$ cat src/bsp_pkg.sv
// constants and types shared by the baseband serial data port
package bsp_pkg;

  localparam int unsigned CLK_PERIOD_NS    = 10;
  localparam int unsigned BIT_PERIOD_0_NS  = 1000;
  localparam int unsigned BIT_PERIOD_1_NS  = 500;
  localparam int unsigned BIT_PERIOD_2_NS  = 250;
  localparam int unsigned BIT_PERIOD_3_NS  = 125;

  // half bit period in clock cycles, rounded down, never below one
  function automatic logic [7:0] half_cycles(input int unsigned period_ns);
    int unsigned n;
    n = period_ns / (2 * CLK_PERIOD_NS);
    half_cycles = (n < 1) ? 8'h01 : 8'(n);
  endfunction

  localparam logic [7:0] HALF_RATE_0 = half_cycles(BIT_PERIOD_0_NS);
  localparam logic [7:0] HALF_RATE_1 = half_cycles(BIT_PERIOD_1_NS);
  localparam logic [7:0] HALF_RATE_2 = half_cycles(BIT_PERIOD_2_NS);
  localparam logic [7:0] HALF_RATE_3 = half_cycles(BIT_PERIOD_3_NS);

  localparam int unsigned PREAMBLE_HEADER_BITS = 192;
  localparam int unsigned CCA_WATCHDOG_NS      = 200000;
  localparam int unsigned CCA_WATCHDOG_CYCLES  = CCA_WATCHDOG_NS / CLK_PERIOD_NS;

  localparam logic [2:0] ADC_FULL_LOW  = 3'h0;
  localparam logic [2:0] ADC_FULL_HIGH = 3'h7;

  localparam logic       BIT_CLOCK_IDLE = 1'b0;

  typedef enum logic [1:0] {
    CCA_ON_LEVEL  = 2'b00,
    CCA_ON_ENERGY = 2'b01,
    CCA_ON_CARRIER = 2'b10,
    CCA_ON_ANY    = 2'b11
  } bsp_cca_mode_type;

  typedef enum logic [1:0] {
    TX_IDLE   = 2'b00,
    TX_HEADER = 2'b01,
    TX_DATA   = 2'b10
  } bsp_tx_state_type;

  typedef enum logic [1:0] {
    RX_OFF  = 2'b00,
    RX_ACQ  = 2'b01,
    RX_DATA = 2'b10
  } bsp_rx_state_type;

endpackage

$ cat src/bsp_bitclk.sv
// bit clock generator: divides the reference clock by a programmable half period
`timescale 1ns/1ns
module bsp_bitclk (
  input  wire logic       clk,
  input  wire logic       rst,
  input  wire logic       en,
  input  wire logic [7:0] half,
  output logic            clk_q,
  output logic            rise_q,
  output logic            fall_q
);
  logic [7:0] cnt_q;

  // disabled clock parks low so a frame always starts with a full low phase
  always_ff @(posedge clk)
  begin
    if (rst || !en)
    begin
      cnt_q  <= 8'h00;
      clk_q  <= bsp_pkg::BIT_CLOCK_IDLE;
      rise_q <= 1'b0;
      fall_q <= 1'b0;
    end
    else if (cnt_q >= half - 8'h01)
    begin
      cnt_q  <= 8'h00;
      clk_q  <= !clk_q;
      rise_q <= !clk_q;
      fall_q <= clk_q;
    end
    else
    begin
      cnt_q  <= cnt_q + 8'h01;
      rise_q <= 1'b0;
      fall_q <= 1'b0;
    end
  end
endmodule

$ cat src/bsp_port.sv
// baseband serial data port: transmit, receive, clear channel and adc flag
// Overview of operation
// - transmitter standby unless envelope input active
// - envelope rise starts, fall stops transmit machine
// - sample data on falling edge, phase selectable
// - bit clock rate from signalling rate field
// - ready rises after internal preamble and header
// - ready drops with envelope; internal mode only
// - channel busy from level, energy, carrier; watchdog clears it
// - indicator low when clear, polarity invertible
// - receive clock low during acquisition, runs in data
// - data mode after bit sync and quality ok
// - frame envelope ends on end, length, link loss
// - receiver standby while receive enable low
`timescale 1ns/1ns
module bsp_port #(
  parameter int unsigned HEADER_BITS     = bsp_pkg::PREAMBLE_HEADER_BITS,
  parameter int unsigned WATCHDOG_CYCLES = bsp_pkg::CCA_WATCHDOG_CYCLES
) (
  input  wire logic        REF_CLK,
  input  wire logic        SYS_RST,
  input  wire logic        TX_ENVELOPE_ENABLE,
  input  wire logic        TX_DATA_IN,
  input  wire logic        TX_INT_PREAMBLE,
  input  wire logic        TX_SAMPLE_RISE,
  input  wire logic [1:0]  TX_SIGNAL_RATE,
  output logic             TX_BIT_CLOCK,
  output logic             TX_READY,
  output logic             TX_ACTIVE,
  output logic             TX_BIT_OUT,
  output logic             TX_BIT_VALID,
  input  wire logic [5:0]  SIGNAL_STRENGTH_LEVEL,
  input  wire logic [5:0]  LEVEL_THRESHOLD,
  input  wire logic        ENERGY_DETECT,
  input  wire logic        CARRIER_SENSE,
  input  wire logic [1:0]  CCA_MODE,
  input  wire logic        CCA_INVERT,
  output logic             CHANNEL_CLEAR_INDICATOR,
  input  wire logic        RX_ENVELOPE_ENABLE,
  input  wire logic        BIT_SYNC,
  input  wire logic [7:0]  QUALITY_ESTIMATE,
  input  wire logic [7:0]  QUALITY_THRESHOLD,
  input  wire logic [1:0]  RX_SIGNAL_RATE,
  input  wire logic [15:0] RX_LENGTH,
  input  wire logic        RX_BIT_IN,
  input  wire logic        RX_DATA_END,
  input  wire logic        LINK_LOST,
  output logic             RX_BIT_CLOCK,
  output logic             RX_DATA,
  output logic             RX_BIT_NEXT,
  output logic             RX_FRAME_ENVELOPE,
  output logic             RX_STANDBY,
  input  wire logic [2:0]  I_ADC_CODE,
  input  wire logic [2:0]  Q_ADC_CODE,
  output logic             ADC_CAL_FLAG
);
  if (HEADER_BITS < 1 || HEADER_BITS > 65535 || WATCHDOG_CYCLES < 2)
  begin : g_bad
    $error("bsp_port: unsupported parameter value");
  end

  localparam logic [15:0] HDR_LAST = 16'(HEADER_BITS - 1);
  localparam logic [31:0] WD_LAST  = 32'(WATCHDOG_CYCLES - 1);

  logic [1:0]  tx_env_sync_q;
  logic [1:0]  tx_dat_sync_q;
  logic [1:0]  rx_en_sync_q;
  logic        tx_env_prev_q;
  bsp_pkg::bsp_tx_state_type tx_state_q;
  bsp_pkg::bsp_rx_state_type rx_state_q;
  logic [15:0] hdr_cnt_q;
  logic [15:0] rx_cnt_q;
  logic [1:0]  tx_rate_q;
  logic [7:0]  tx_half;
  logic [7:0]  rx_half;
  logic        tx_rise;
  logic        tx_fall;
  logic        rx_rise;
  logic        rx_fall;
  logic        tx_sample;
  logic        tx_env_rise;
  logic        tx_env_fall;
  logic        busy_raw;
  logic        wd_expired_q;
  logic [31:0] wd_cnt_q;
  logic        rx_stop;
  logic        rx_enter;

  function automatic logic [7:0] rate_half(input logic [1:0] sel);
    unique case (sel)
      2'h0: rate_half = bsp_pkg::HALF_RATE_0;
      2'h1: rate_half = bsp_pkg::HALF_RATE_1;
      2'h2: rate_half = bsp_pkg::HALF_RATE_2;
      2'h3: rate_half = bsp_pkg::HALF_RATE_3;
    endcase
  endfunction

  // envelope, data and receive enable pins pass two flip-flops before use
  always_ff @(posedge REF_CLK)
  begin
    if (SYS_RST)
    begin
      tx_env_sync_q <= 2'h0;
      tx_dat_sync_q <= 2'h0;
      rx_en_sync_q  <= 2'h0;
      tx_env_prev_q <= 1'b0;
    end
    else
    begin
      tx_env_sync_q <= {tx_env_sync_q[0], TX_ENVELOPE_ENABLE};
      tx_dat_sync_q <= {tx_dat_sync_q[0], TX_DATA_IN};
      rx_en_sync_q  <= {rx_en_sync_q[0], RX_ENVELOPE_ENABLE};
      tx_env_prev_q <= tx_env_sync_q[1];
    end
  end

  assign tx_env_rise = tx_env_sync_q[1] && !tx_env_prev_q;
  assign tx_env_fall = !tx_env_sync_q[1] && tx_env_prev_q;

  // transmit side
  always_ff @(posedge REF_CLK)
  begin
    if (SYS_RST)
      TX_ACTIVE <= 1'b0;
    else
      TX_ACTIVE <= tx_env_sync_q[1];
  end

  always_ff @(posedge REF_CLK)
  begin
    if (SYS_RST)
      tx_rate_q <= 2'h0;
    else if (tx_env_rise)
      tx_rate_q <= TX_SIGNAL_RATE;
  end

  assign tx_half = rate_half(tx_rate_q);

  bsp_bitclk u_tx_clk (
    .clk    (REF_CLK),
    .rst    (SYS_RST),
    .en     (tx_state_q != bsp_pkg::TX_IDLE),
    .half   (tx_half),
    .clk_q  (TX_BIT_CLOCK),
    .rise_q (tx_rise),
    .fall_q (tx_fall)
  );

  assign tx_sample = TX_SAMPLE_RISE ? tx_rise : tx_fall;

  always_ff @(posedge REF_CLK)
  begin
    if (SYS_RST)
    begin
      tx_state_q <= bsp_pkg::TX_IDLE;
      hdr_cnt_q  <= 16'h0000;
      TX_READY   <= 1'b0;
    end
    else if (tx_env_fall || !tx_env_sync_q[1])
    begin
      tx_state_q <= bsp_pkg::TX_IDLE;
      hdr_cnt_q  <= 16'h0000;
      TX_READY   <= 1'b0;
    end
    else
    begin
      unique case (tx_state_q)
        bsp_pkg::TX_IDLE:
          if (tx_env_rise)
            tx_state_q <= TX_INT_PREAMBLE ? bsp_pkg::TX_HEADER : bsp_pkg::TX_DATA;
        bsp_pkg::TX_HEADER:
          if (tx_sample)
          begin
            if (hdr_cnt_q == HDR_LAST)
            begin
              tx_state_q <= bsp_pkg::TX_DATA;
              TX_READY   <= 1'b1;
            end
            hdr_cnt_q <= hdr_cnt_q + 16'h0001;
          end
        bsp_pkg::TX_DATA: ;
        default:
          tx_state_q <= bsp_pkg::TX_IDLE;
      endcase
    end
  end

  // payload bits leave in arrival order, so lsb first is kept
  always_ff @(posedge REF_CLK)
  begin
    if (SYS_RST)
    begin
      TX_BIT_OUT   <= 1'b0;
      TX_BIT_VALID <= 1'b0;
    end
    else
    begin
      TX_BIT_VALID <= tx_sample && tx_state_q == bsp_pkg::TX_DATA && tx_env_sync_q[1];
      if (tx_sample)
        TX_BIT_OUT <= tx_dat_sync_q[1];
    end
  end

  // clear channel assessment
  always_comb
  begin
    unique case (bsp_pkg::bsp_cca_mode_type'(CCA_MODE))
      bsp_pkg::CCA_ON_LEVEL:   busy_raw = SIGNAL_STRENGTH_LEVEL >= LEVEL_THRESHOLD;
      bsp_pkg::CCA_ON_ENERGY:  busy_raw = ENERGY_DETECT;
      bsp_pkg::CCA_ON_CARRIER: busy_raw = CARRIER_SENSE;
      bsp_pkg::CCA_ON_ANY:     busy_raw = ENERGY_DETECT || CARRIER_SENSE ||
                                          SIGNAL_STRENGTH_LEVEL >= LEVEL_THRESHOLD;
    endcase
  end

  // watchdog keeps a stuck busy indication from blocking the channel forever
  always_ff @(posedge REF_CLK)
  begin
    if (SYS_RST || !busy_raw)
    begin
      wd_cnt_q     <= 32'h0000_0000;
      wd_expired_q <= 1'b0;
    end
    else if (wd_cnt_q == WD_LAST)
      wd_expired_q <= 1'b1;
    else
      wd_cnt_q <= wd_cnt_q + 32'h0000_0001;
  end

  always_ff @(posedge REF_CLK)
  begin
    if (SYS_RST)
      CHANNEL_CLEAR_INDICATOR <= 1'b0;
    else
      CHANNEL_CLEAR_INDICATOR <= (busy_raw && !wd_expired_q) ^ CCA_INVERT;
  end

  // receive side
  assign rx_half = rate_half(RX_SIGNAL_RATE);

  bsp_bitclk u_rx_clk (
    .clk    (REF_CLK),
    .rst    (SYS_RST),
    .en     (rx_state_q == bsp_pkg::RX_DATA),
    .half   (rx_half),
    .clk_q  (RX_BIT_CLOCK),
    .rise_q (rx_rise),
    .fall_q (rx_fall)
  );

  assign rx_stop = RX_DATA_END || LINK_LOST ||
                   (rx_rise && rx_cnt_q + 16'h0001 >= RX_LENGTH);

  // entry loads the first bit, so the demodulator must be told to advance then too
  assign rx_enter = rx_state_q == bsp_pkg::RX_ACQ && rx_en_sync_q[1] && BIT_SYNC &&
                    QUALITY_ESTIMATE >= QUALITY_THRESHOLD;

  always_ff @(posedge REF_CLK)
  begin
    if (SYS_RST || !rx_en_sync_q[1])
    begin
      rx_state_q        <= bsp_pkg::RX_OFF;
      rx_cnt_q          <= 16'h0000;
      RX_FRAME_ENVELOPE <= 1'b0;
    end
    else
    begin
      unique case (rx_state_q)
        bsp_pkg::RX_OFF:
          rx_state_q <= bsp_pkg::RX_ACQ;
        bsp_pkg::RX_ACQ:
          if (BIT_SYNC && QUALITY_ESTIMATE >= QUALITY_THRESHOLD)
          begin
            rx_state_q        <= bsp_pkg::RX_DATA;
            rx_cnt_q          <= 16'h0000;
            RX_FRAME_ENVELOPE <= 1'b1;
          end
        bsp_pkg::RX_DATA:
          if (rx_stop)
          begin
            rx_state_q        <= bsp_pkg::RX_ACQ;
            RX_FRAME_ENVELOPE <= 1'b0;
          end
          else if (rx_rise)
            rx_cnt_q <= rx_cnt_q + 16'h0001;
        default:
          rx_state_q <= bsp_pkg::RX_OFF;
      endcase
    end
  end

  // a new bit is put out at each falling bit clock edge, first at frame start
  always_ff @(posedge REF_CLK)
  begin
    if (SYS_RST)
    begin
      RX_DATA     <= 1'b0;
      RX_BIT_NEXT <= 1'b0;
      RX_STANDBY  <= 1'b1;
    end
    else
    begin
      RX_STANDBY  <= !rx_en_sync_q[1];
      RX_BIT_NEXT <= rx_enter || (rx_fall && rx_state_q == bsp_pkg::RX_DATA);
      if (rx_enter || (rx_fall && rx_state_q == bsp_pkg::RX_DATA))
        RX_DATA <= RX_BIT_IN;
    end
  end

  always_ff @(posedge REF_CLK)
  begin
    if (SYS_RST)
      ADC_CAL_FLAG <= 1'b0;
    else
      ADC_CAL_FLAG <= I_ADC_CODE == bsp_pkg::ADC_FULL_LOW ||
                      I_ADC_CODE == bsp_pkg::ADC_FULL_HIGH ||
                      Q_ADC_CODE == bsp_pkg::ADC_FULL_LOW ||
                      Q_ADC_CODE == bsp_pkg::ADC_FULL_HIGH;
  end
endmodule

$ cat config.mk
export PLATFORM = sky130hd
export DESIGN_NAME = bsp_port
export DESIGN_NICKNAME = d
export VERILOG_FILES = /design/src/bsp_pkg.sv /design/src/bsp_bitclk.sv /design/src/bsp_port.sv
export SDC_FILE = /design/constraint.sdc
export NUM_CORES = 1
export LEC_CHECK = 0
export BUFFER_PORTS_ARGS = -buffer_cell sky130_fd_sc_hd__buf_2
export CORE_ASPECT_RATIO = 1.5
export CORE_MARGIN = 4
export CORE_UTILIZATION = 59
export CTS_BUF_LIST = sky130_fd_sc_hd__clkbuf_8 sky130_fd_sc_hd__clkbuf_16
export DETAILED_ROUTE_END_ITERATION = 10
export PLACE_DENSITY = 0.81
export SYNTH_ARGS = -nofsm -noshare
export SYNTH_HDL_FRONTEND = slang
export SYNTH_HIERARCHICAL = 1
export SYNTH_SLANG_ARGS = --single-unit
$ cat constraint.sdc
create_clock -name REF_CLK -period 4.5 [get_ports REF_CLK]
set_clock_uncertainty 0.2 [all_clocks]
set_input_delay 0.45 -clock REF_CLK [delete_from_list [all_inputs] [get_ports REF_CLK]]
set_output_delay 0.45 -clock REF_CLK [all_outputs]
set_load 0.02 [all_outputs]
==> impl_metrics.csv, run 1 <==
group,metric,value,unit
min_path,worstHoldPathCells,2,
route,drc_errors,0,
grt,gr-usage-met2,41.88,%
route,drtIter0Drc,227,
setup_path,endpoint_kind,"flip-flop",
setup_path,rr_startpoint,"rx_cnt_q[0]",
place,io_buffers,81,
cells_and_area,fin_nets,966,
synth,syn_area,6420,um^2
cts,clock_path_buffers,2,
route,dr.pass1.iters,5,
grt,antenna_found_initial,0,
cts,cts-hold-fix-buffers,0,
cts,post_cts_buffers,0,
cells_and_area,finalInstanceArea,7257,um^2
timing,holdWs,0.1192,ns
pwr,p_sw,445.1,uW
synth,synth_edf_count,0,
route,drt_wl_total,13590,um
timing,fin_crit,3.967,ns
cts,cts_sinks,109,
setup_path,cp_max_fo,20,
floorplan,die_w,93.17,um
grt,grt_pass1_wl,22720,um
synth,ys_warn_count,6,
grt,grt_pass1_vias,5495,
cts,cts_tree,"done",
timing,finalSetupViolCount,0,
floorplan,core_area,10590,um^2
floorplan,rows,46,
timing,rsz0062_at_grt,"false",
route,drtAntennaViolNets,0,
pwr,sequentialPowerShare,49.2,%
grt,use_met1,22.42,%
grt,grt_max_degree,34,
cells_and_area,area.growth.synth_to_final,13.04,%
cts,clock_latency,0.35,ns
route,vias_per_cell,5.541,
cells_and_area,mostFrequentLayoutCells,"109 x dfxtp_1, 109 x nor2_1, 81 x buf_2",
pwr,peakVddDrop,0.2878,mV
synth,ys_types,68,
timing,max_clock_freq,252.1,MHz
cts,cts_htree_levels,3,
route,vias,5452,
place,place.gp.congestion,0.8940,
cells_and_area,num_antenna_cells,0,
floorplan,die_area,12650,um^2
min_path,holdCritStartpoint,"TX_ENVELOPE_ENABLE",
timing,tightest_slew,0.7420,ns
pwr,p_sw_share,22.48,%
floorplan,ioPinCount,82,
setup_path,timing.rr.end,"rx_cnt_q[3]",
cts,root_buffer,"clkbuf_16",
cells_and_area,fin_util,68.53,%
synth,postSynthAreaPerCell,8.526,um^2
run,maxCapViolations,0,
synth,synth-seq-area-share,33.99,%
grt,track_usage,21.88,%
timing,period_share,88.16,%
synth,synth-seq-cells,109,
grt,grt.busiest_layer,"met2",
timing,hold_violations,0,
min_path,holdPathEnd,"tx_env_sync_q[0]",
route,wl_per_cell,13.81,um
timing,final_max_slew_viol_count,0,
synth,synth_flop_cell,"dfxtp_1",
grt,grt-ovfl-total,0,
setup_path,required,4.54,ns
floorplan,die_h,135.8,um
pwr,internal_power,1.535,mW
pwr,pwr_density_cell,272.9,nW/um^2
setup_path,rrSetupSlack,0.53,ns
synth,syn_inst,753,
setup_path,r2r_cells,11,
grt,use_met3,3.224,%
pwr,leakagePower,2.953,nW
synth,synthArstFlopShare,0,%
place,place_area,6940,um^2
setup_path,start_kind,"flip-flop",
cts,cts_buffers,9,
timing,setup_tns,0,ns
setup_path,critPathKind,"flip-flop to flip-flop",
timing,max_slew_margin,50.53,%
floorplan,start_util,60.62,%
cts,cts_resized,0,
cells_and_area,drive_gt1_share,14.76,%
min_path,hold_class,"input pin to flip-flop",
cts,path_clk_slew,0.07,ns
pwr,comb_power_share,8.7,%
setup_path,crit_arrival,4.00,ns
status,outcome,"finished clean",
place,hpwl,10620,um
pwr,p_clk_share,42.0,%
[how the worst max path moves through the flow]
stage	startpoint	to	slack (ns)	cells after the start
6_report	rx_cnt_q[0]	rx_cnt_q[3]	0.53	11
5_1_grt	rx_cnt_q[0]	rx_cnt_q[3]	0.23	12
4_1_cts	rx_cnt_q[0]	rx_cnt_q[3]	0.56	12
3_5_place_dp	rx_cnt_q[0]	rx_cnt_q[3]	0.58	12
3_3_place_gp	rx_cnt_q[0]	rx_cnt_q[3]	0.75	11
2_1_floorplan	rx_cnt_q[0]	rx_cnt_q[3]	1.13	13
[through the flow]
| stage | total power, mW | cells | setup slack [ns] |
|---|---|---|---|
| floorplan | 1.108 | 758 | 1.130 |
| global placement | 1.157 | 968 | 0.7491 |
| detailed placement | 1.169 | 968 | 0.5814 |
| CTS | 1.994 | 984 | 0.5570 |
| global route | 2.056 | 984 | 0.2335 |
| finish | 1.980 | 984 | 0.5326 |
[registers in the layout (all words and copies together) (netlist names), 2 cells and up]
name and cells:
rx_state_q 2, wd_cnt_q 32, u_tx_clk/cnt_q 8, hdr_cnt_q 16
rx_en_sync_q 2, tx_env_sync_q 2, u_rx_clk/cnt_q 8, tx_state_q 2
rx_cnt_q 16, tx_dat_sync_q 2, tx_rate_q 2
[power groups by stage]
stage	Clock, mW	Sequential (mW)	Combinational, mW
floorplan	0	0.999	0.109
global placement	0	0.997	0.160
detailed placement	0	0.997	0.172
CTS	0.846	0.975	0.174
global route	0.885	0.975	0.196
finish	0.833	0.975	0.173
[worst max-delay path, cell delays in order, from the launching register on]
cell and delay [ns]:
dfxtp_1 0.44, nand4_1 0.18, nor3_1 0.47, nand3_1 0.23, xnor2_1 0.18, ha_1 0.31, a211oi_1 0.25, nor2_1 0.12
a2111oi_4 0.40, nand2_2 0.31, and2_1 0.37, a311o_1 0.38
[metal layers]
metal	share of wire, %	vias to the layer above	routed length (um)
met5	0	-	0
met4	3.1	0	427
met3	3.6	33	490
met2	53	119	7258
met1	40	2534	5417
li1	-	2766	-
[Yosys cell counts (all sizes together), types with 3 or more instances]
cell type    n  area (um^2)
a2111oi      3        82.58
a211oi       4        30.03
a21o         3        22.52
a21oi       23        115.1
a31o         5        43.79
and2         4        25.02
and3        17        106.4
and4         8        70.07
buf          8        55.05
clkbuf       8        40.04
dfxtp      109         2182
ha          61        763.2
inv         56        210.2
mux2i        4        40.04
nand2       52        197.7
nand2b      14        102.6
nand3       39        207.7
nand3b       3        22.52
nand4       26        162.7
nor2       111        421.7
nor2b        9        63.81
nor3        15        80.08
nor3b        4        30.03
nor4        10        68.81
nor4b        4        35.03
o211ai       3        22.52
o21ai       18        93.84
or2          5        31.28
or3          6        37.54
or4          5        37.54
xnor2       48        420.4
xor2        34        297.8
[final cells by class]
type / count / area [um^2]
clock inverter: 7 / 91.34
tap: 144 / 180.2
inverter: 56 / 210.2
timing repair buffer: 82 / 412.9
sequential: 109 / 2182
fill: 897 / 3333
clock buffer: 9 / 225.2
multi-input combinational: 577 / 3955
[cells by family after synthesis]
logic type      count (synthesis)  synth area share, %
flops                         109                33.99
fa+ha+maj                      61                11.89
simple gates                  339                27.48
xor+xnor                       82                11.19
mux                             4               0.6237
compound gates                 85                10.02
other cells                     1              0.05841
buf+inv                        72                4.755
Power figures use the tool's default switching activity.
==> inputs of run 2 (changes only) <==
--- a/config.mk
+++ b/config.mk
@@ -11,6 +11,7 @@
 export CORE_UTILIZATION = 59
 export CTS_BUF_LIST = sky130_fd_sc_hd__clkbuf_8 sky130_fd_sc_hd__clkbuf_16
 export DETAILED_ROUTE_END_ITERATION = 10
+export HOLD_SLACK_MARGIN = 0.15
 export PLACE_DENSITY = 0.81
 export SYNTH_ARGS = -nofsm -noshare
 export SYNTH_HDL_FRONTEND = slang
==> run 2 against run 1 <==
  * Final cell count is 0.51% higher
  * Power up 0.15%
  * Combinational power hardly changed
  * Worst setup slack got worse by 0.013 ns
  * First-iteration DRC count shrank 4.0%
  * Sequential power about the same
  * Via count hardly changed
  * Global-route usage rose by 0.093 points
  * Critical path depth did not move
==> impl_metrics.csv, run 2 (synthesized netlist as in run 1, its figures left out) <==
group,metric,value,unit
cts,clock_latency,0.35,ns
cells_and_area,fin_util,69.00,%
run,maxCapViolations,0,
timing,tightest_slew,0.7420,ns
place,place_area,6940,um^2
pwr,pwr_density_cell,271.4,nW/um^2
setup_path,crit_family,"simple AND/OR/NAND/NOR gates",
setup_path,r2r_cells,11,
cells_and_area,fin_nets,971,
place,place.gp.congestion,0.8940,
grt,grt_pass1_wl,22830,um
route,drc_errors,0,
cells_and_area,fin_cells,989,
floorplan,die_w,93.17,um
setup_path,cp_slowest_cell,"nor3_1",
cells_and_area,regMostFlops,"wd_cnt_q",
min_path,worstHoldPathCells,3,
pwr,leakagePower,2.974,nW
status,outcome,"finished clean",
cells_and_area,finalInstanceArea,7307,um^2
route,wl_per_cell,13.75,um
cells_and_area,drive_gt1_share,14.67,%
timing,max_slew_margin,50.53,%
setup_path,path_cells,"nand4_1 -> nor3_1 -> nand3_1 -> xnor2_1 -> ha_1 -> a211oi_1 -> nor2_1 -> a2111oi_4 -> nand2_2 -> and2_1 -> a311o_1",
grt,grt_max_degree,34,
route,drt_wl_total,13600,um
cts,cts_tree,"done",
cts,cts_sinks,109,
cts,path_clk_slew,0.07,ns
grt,track_usage,21.97,%
timing,layout_setup_ws,0.5199,ns
cts,cts_buffers,9,
setup_path,cp_num_cells,11,
timing,rsz0062_at_grt,"false",
timing,max_clock_freq,251.2,MHz
route,vias_per_cell,5.508,
floorplan,core_area,10590,um^2
cts,cts_htree_levels,3,
place,place_ws,0.5814,ns
cells_and_area,biggestRegsByFlops,"wd_cnt_q (32), hdr_cnt_q (16), rx_cnt_q (16)",
grt,gr-usage-met2,42.08,%
timing,setup_tns,0,ns
setup_path,critPathMaxStageDelay,0.48,ns
setup_path,cp_max_fo,20,
timing,fin_crit,3.980,ns
setup_path,cp_num_buf_inv,0,
cts,clock_path_buffers,2,
route,drtIter0Drc,218,
timing,hold_violations,0,
setup_path,start_kind,"flip-flop",
grt,use_met1,22.63,%
setup_path,endpoint_kind,"flip-flop",
route,vias,5447,
timing,final_max_slew_viol_count,0,
setup_path,critPathKind,"flip-flop to flip-flop",
timing,finalSetupViolCount,0,
setup_path,crit_arrival,4.01,ns
place,dpl.cell_count,968,
pwr,peakVddDrop,0.2882,mV
min_path,hold_class,"input pin to flip-flop",
floorplan,rows,46,
floorplan,die_area,12650,um^2
floorplan,ioPinCount,82,
timing,period_share,88.45,%
cells_and_area,num_antenna_cells,0,
cells_and_area,largest_reg_flops,32,
route,drtAntennaViolNets,0,
floorplan,die_h,135.8,um
grt,grt.busiest_layer,"met2",
cts,root_buffer,"clkbuf_16",
route,dr.pass1.iters,4,
floorplan,start_util,60.62,%
grt,grt_pass1_vias,5522,
cells_and_area,mostFrequentLayoutCells,"109 x dfxtp_1, 109 x nor2_1, 81 x buf_2",
timing,holdWs,0.1758,ns
grt,grt-ovfl-total,0,
cells_and_area,area.growth.synth_to_final,13.82,%
place,io_buffers,81,
setup_path,required,4.53,ns
pwr,power.total,1.983,mW
grt,use_met3,3.057,%
place,hpwl,10620,um
grt,antenna_found_initial,0,
## run 2: power breakdown
part           switching, mW  internal [mW]
Sequential           0.00373          0.971
Clock                  0.348          0.484
Combinational         0.0938         0.0824
## run 2: what timing repair did
action | CTS | global route
hold buffers | 5 | 0
gates resized for setup | 0 | 0
endpoints found under the hold margin | 5 | 0
buffers inserted | 0 | 0
## run 2: worst min-delay path, cell delays in order
cell and delay (ns):
buf_2 0.10, nand2b_1 0.06, mux2i_1 0.06
## run 2: path summary, 6_finish.rpt
| path | startpoint | end | slack, ns |
|---|---|---|---|
| worst max-delay path | rx_cnt_q[0] | rx_cnt_q[3] | 0.52 |
| worst min-delay path | RX_BIT_IN | RX_DATA | 0.18 |
| worst max register to register | rx_cnt_q[0] | rx_cnt_q[3] | 0.52 |
| worst min register to register | tx_env_sync_q[0] | tx_env_sync_q[1] | 0.25 |
## run 2: cell type report
type                       instances  area, um^2
sequential                       109        2182
clock buffer                       9       225.2
fill                             892        3283
clock inverter                     7       91.34
timing repair buffer              87       462.9
multi-input combinational        577        3955
inverter                          56       210.2
tap                              144       180.2
## run 2: routing by layer
layer / wire (um) / part of all wire [%]
met5: 0 / 0
met4: 422 / 3.1
met3: 408 / 3.0
met2: 7303 / 54
met1: 5466 / 40
==> inputs of run 3 (changes only) <==
--- a/config.mk
+++ b/config.mk
@@ -12,7 +12,7 @@
 export CTS_BUF_LIST = sky130_fd_sc_hd__clkbuf_8 sky130_fd_sc_hd__clkbuf_16
 export DETAILED_ROUTE_END_ITERATION = 10
 export HOLD_SLACK_MARGIN = 0.15
-export PLACE_DENSITY = 0.81
+export PLACE_DENSITY = 0.8
 export SYNTH_ARGS = -nofsm -noshare
 export SYNTH_HDL_FRONTEND = slang
 export SYNTH_HIERARCHICAL = 1
==> run 3 against run 2 <==
  * Routed wire length is 2.2% lower
  * Fmax is 0.45% higher
  * Core utilization shrank 0.26 points
  * Flip-flop and latch count stayed put
  * Sequential share of layout area grew 0.11 points
  * Cell area decreased by 0.38%
  * Die area did not move
  * Sequential power barely moved
  * Clock power is 9.6% lower
  * Critical path depth unchanged
  * Critical endpoint unchanged
==> impl_metrics.csv, run 3 (synthesized netlist as in run 1, its figures left out) <==
group,metric,value,unit
route,drtIter0Drc,218,
timing,max_slew_margin,52.22,%
floorplan,die_h,135.8,um
place,io_buffers,81,
floorplan,core_area,10590,um^2
timing,finalSetupViolCount,0,
cells_and_area,finalInstanceArea,7279,um^2
cts,cts_buffers,9,
cts,clock_path_buffers,2,
setup_path,critPathKind,"flip-flop to flip-flop",
grt,grt_pass1_vias,5488,
setup_path,crit_family,"simple AND/OR/NAND/NOR gates",
cts,cts_tree,"done",
timing,hold_violations,0,
cells_and_area,area.growth.synth_to_final,13.39,%
timing,period_share,88.05,%
cts,clock_latency,0.35,ns
status,outcome,"finished clean",
setup_path,required,4.53,ns
cells_and_area,drive_gt1_share,14.67,%
pwr,leakagePower,2.964,nW
timing,holdWs,0.1754,ns
route,wl_per_cell,13.45,um
min_path,holdCritStartpoint,"RX_BIT_IN",
cts,cts_resized,0,
cells_and_area,fin_cells,989,
cells_and_area,biggestRegsByFlops,"wd_cnt_q (32), hdr_cnt_q (16), rx_cnt_q (16)",
setup_path,cp_slowest_cell,"nor3_1",
min_path,hold_class,"input pin to flip-flop",
setup_path,rr_startpoint,"rx_cnt_q[3]",
setup_path,critPathMaxStageDelay,0.47,ns
route,drtAntennaViolNets,0,
floorplan,start_util,60.62,%
floorplan,die_area,12650,um^2
setup_path,endpoint_kind,"flip-flop",
cells_and_area,largest_reg_flops,32,
cts,path_clk_slew,0.07,ns
timing,tightest_slew,0.7168,ns
floorplan,die_w,93.17,um
route,vias_per_cell,5.556,
setup_path,start_kind,"flip-flop",
cts,cts_sinks,109,
setup_path,cp_max_fo,20,
floorplan,ioPinCount,82,
timing,max_clock_freq,252.4,MHz
floorplan,rows,46,
timing,final_max_slew_viol_count,0,
timing,setup_tns,0,ns
cells_and_area,mostFrequentLayoutCells,"109 x dfxtp_1, 109 x nor2_1, 81 x buf_2",
cells_and_area,multi_input_area,3955,um^2
grt,track_usage,21.72,%
cts,root_buffer,"clkbuf_16",
pwr,pwr_density_cell,261.3,nW/um^2
cts,cts_htree_levels,3,
place,dpl.cell_count,968,
setup_path,crit_arrival,3.99,ns
cells_and_area,regMostFlops,"wd_cnt_q",
route,drc_errors,0,
grt,grt_pass1_wl,22780,um
setup_path,cp_num_buf_inv,0,
route,drt_wl_total,13300,um
place,place.gp.congestion,0.9082,
run,maxCapViolations,0,
pwr,peakVddDrop,0.2323,mV
setup_path,startpoint,"rx_cnt_q[3]",
cells_and_area,nFillCells,896,
cells_and_area,fin_nets,971,
grt,grt-ovfl-total,0,
grt,antenna_found_initial,0,
grt,grt_max_degree,34,
setup_path,path_cells,"nand4_1 -> nor3_1 -> nand3_1 -> xnor2_1 -> ha_1 -> a211oi_1 -> nor2_1 -> a2111oi_4 -> nand2_2 -> and2_1 -> a311o_1",
timing,rsz0062_at_grt,"false",
place,hpwl,10450,um
cells_and_area,final-seq-area,2182,um^2
route,vias,5495,
timing,fin_crit,3.962,ns
place,place_area,6940,um^2
cells_and_area,num_antenna_cells,0,
route,dr.pass1.iters,4,
[run 3: power by group]
part	total (mW)	internal [mW]	switching [mW]
clock	0.752	0.406	0.346
sequential	0.975	0.971	0.00381
combinational	0.175	0.0820	0.0934
[run 3: routing by layer]
layer  wire, um  global-route usage [%]
met1       5359                   23.01
met2       7148                   42.20
met3        519                   3.669
met4        272                   7.742
met5          0                       0
[run 3: final cells by class]
class,instances,share of cell area [%]
Inverter,56,2.888
Multi-Input combinational cell,577,54.33
Clock buffer,11,3.472
Sequential cell,109,29.98
Timing Repair Buffer,87,6.360
Clock inverter,5,0.4985
Tap cell,144,2.475
[run 3: worst reg2reg max path, stage by stage (launching register included)]
cell,delay [ns]
dfxtp_1,0.43
nand4_1,0.16
nor3_1,0.47
nand3_1,0.26
xnor2_1,0.18
ha_1,0.30
a211oi_1,0.24
nor2_1,0.12
a2111oi_4,0.41
nand2_2,0.31
and2_1,0.37
a311o_1,0.38
[run 3: what timing repair did]
item                      in CTS  in global routing
setup buffers                  0                  0
hold buffers                   5                  0
hold endpoints to repair       5                  0
[run 3: worst paths after layout]
| kind | endpoint | slack (ns) | cells after the start |
|---|---|---|---|
| setup / recovery | rx_cnt_q[3] | 0.54 | 11 |
| hold / removal | RX_DATA | 0.18 | 3 |
| setup reg to reg | rx_cnt_q[3] | 0.54 | 11 |
| hold reg to reg | u_tx_clk/fall_q | 0.25 | 2 |
[run 3: through the flow]
step / total power [mW] / util [%] / setup WS (ns)
finish: 1.902 / 68.74 / 0.5378
global route: 1.986 / 68.74 / 0.3017
CTS: 1.922 / 68.74 / 0.5881
detailed placement: 1.169 / 65.54 / 0.5993
global placement: 1.157 / 65.54 / 0.7523
floorplan: 1.108 / - / 1.130
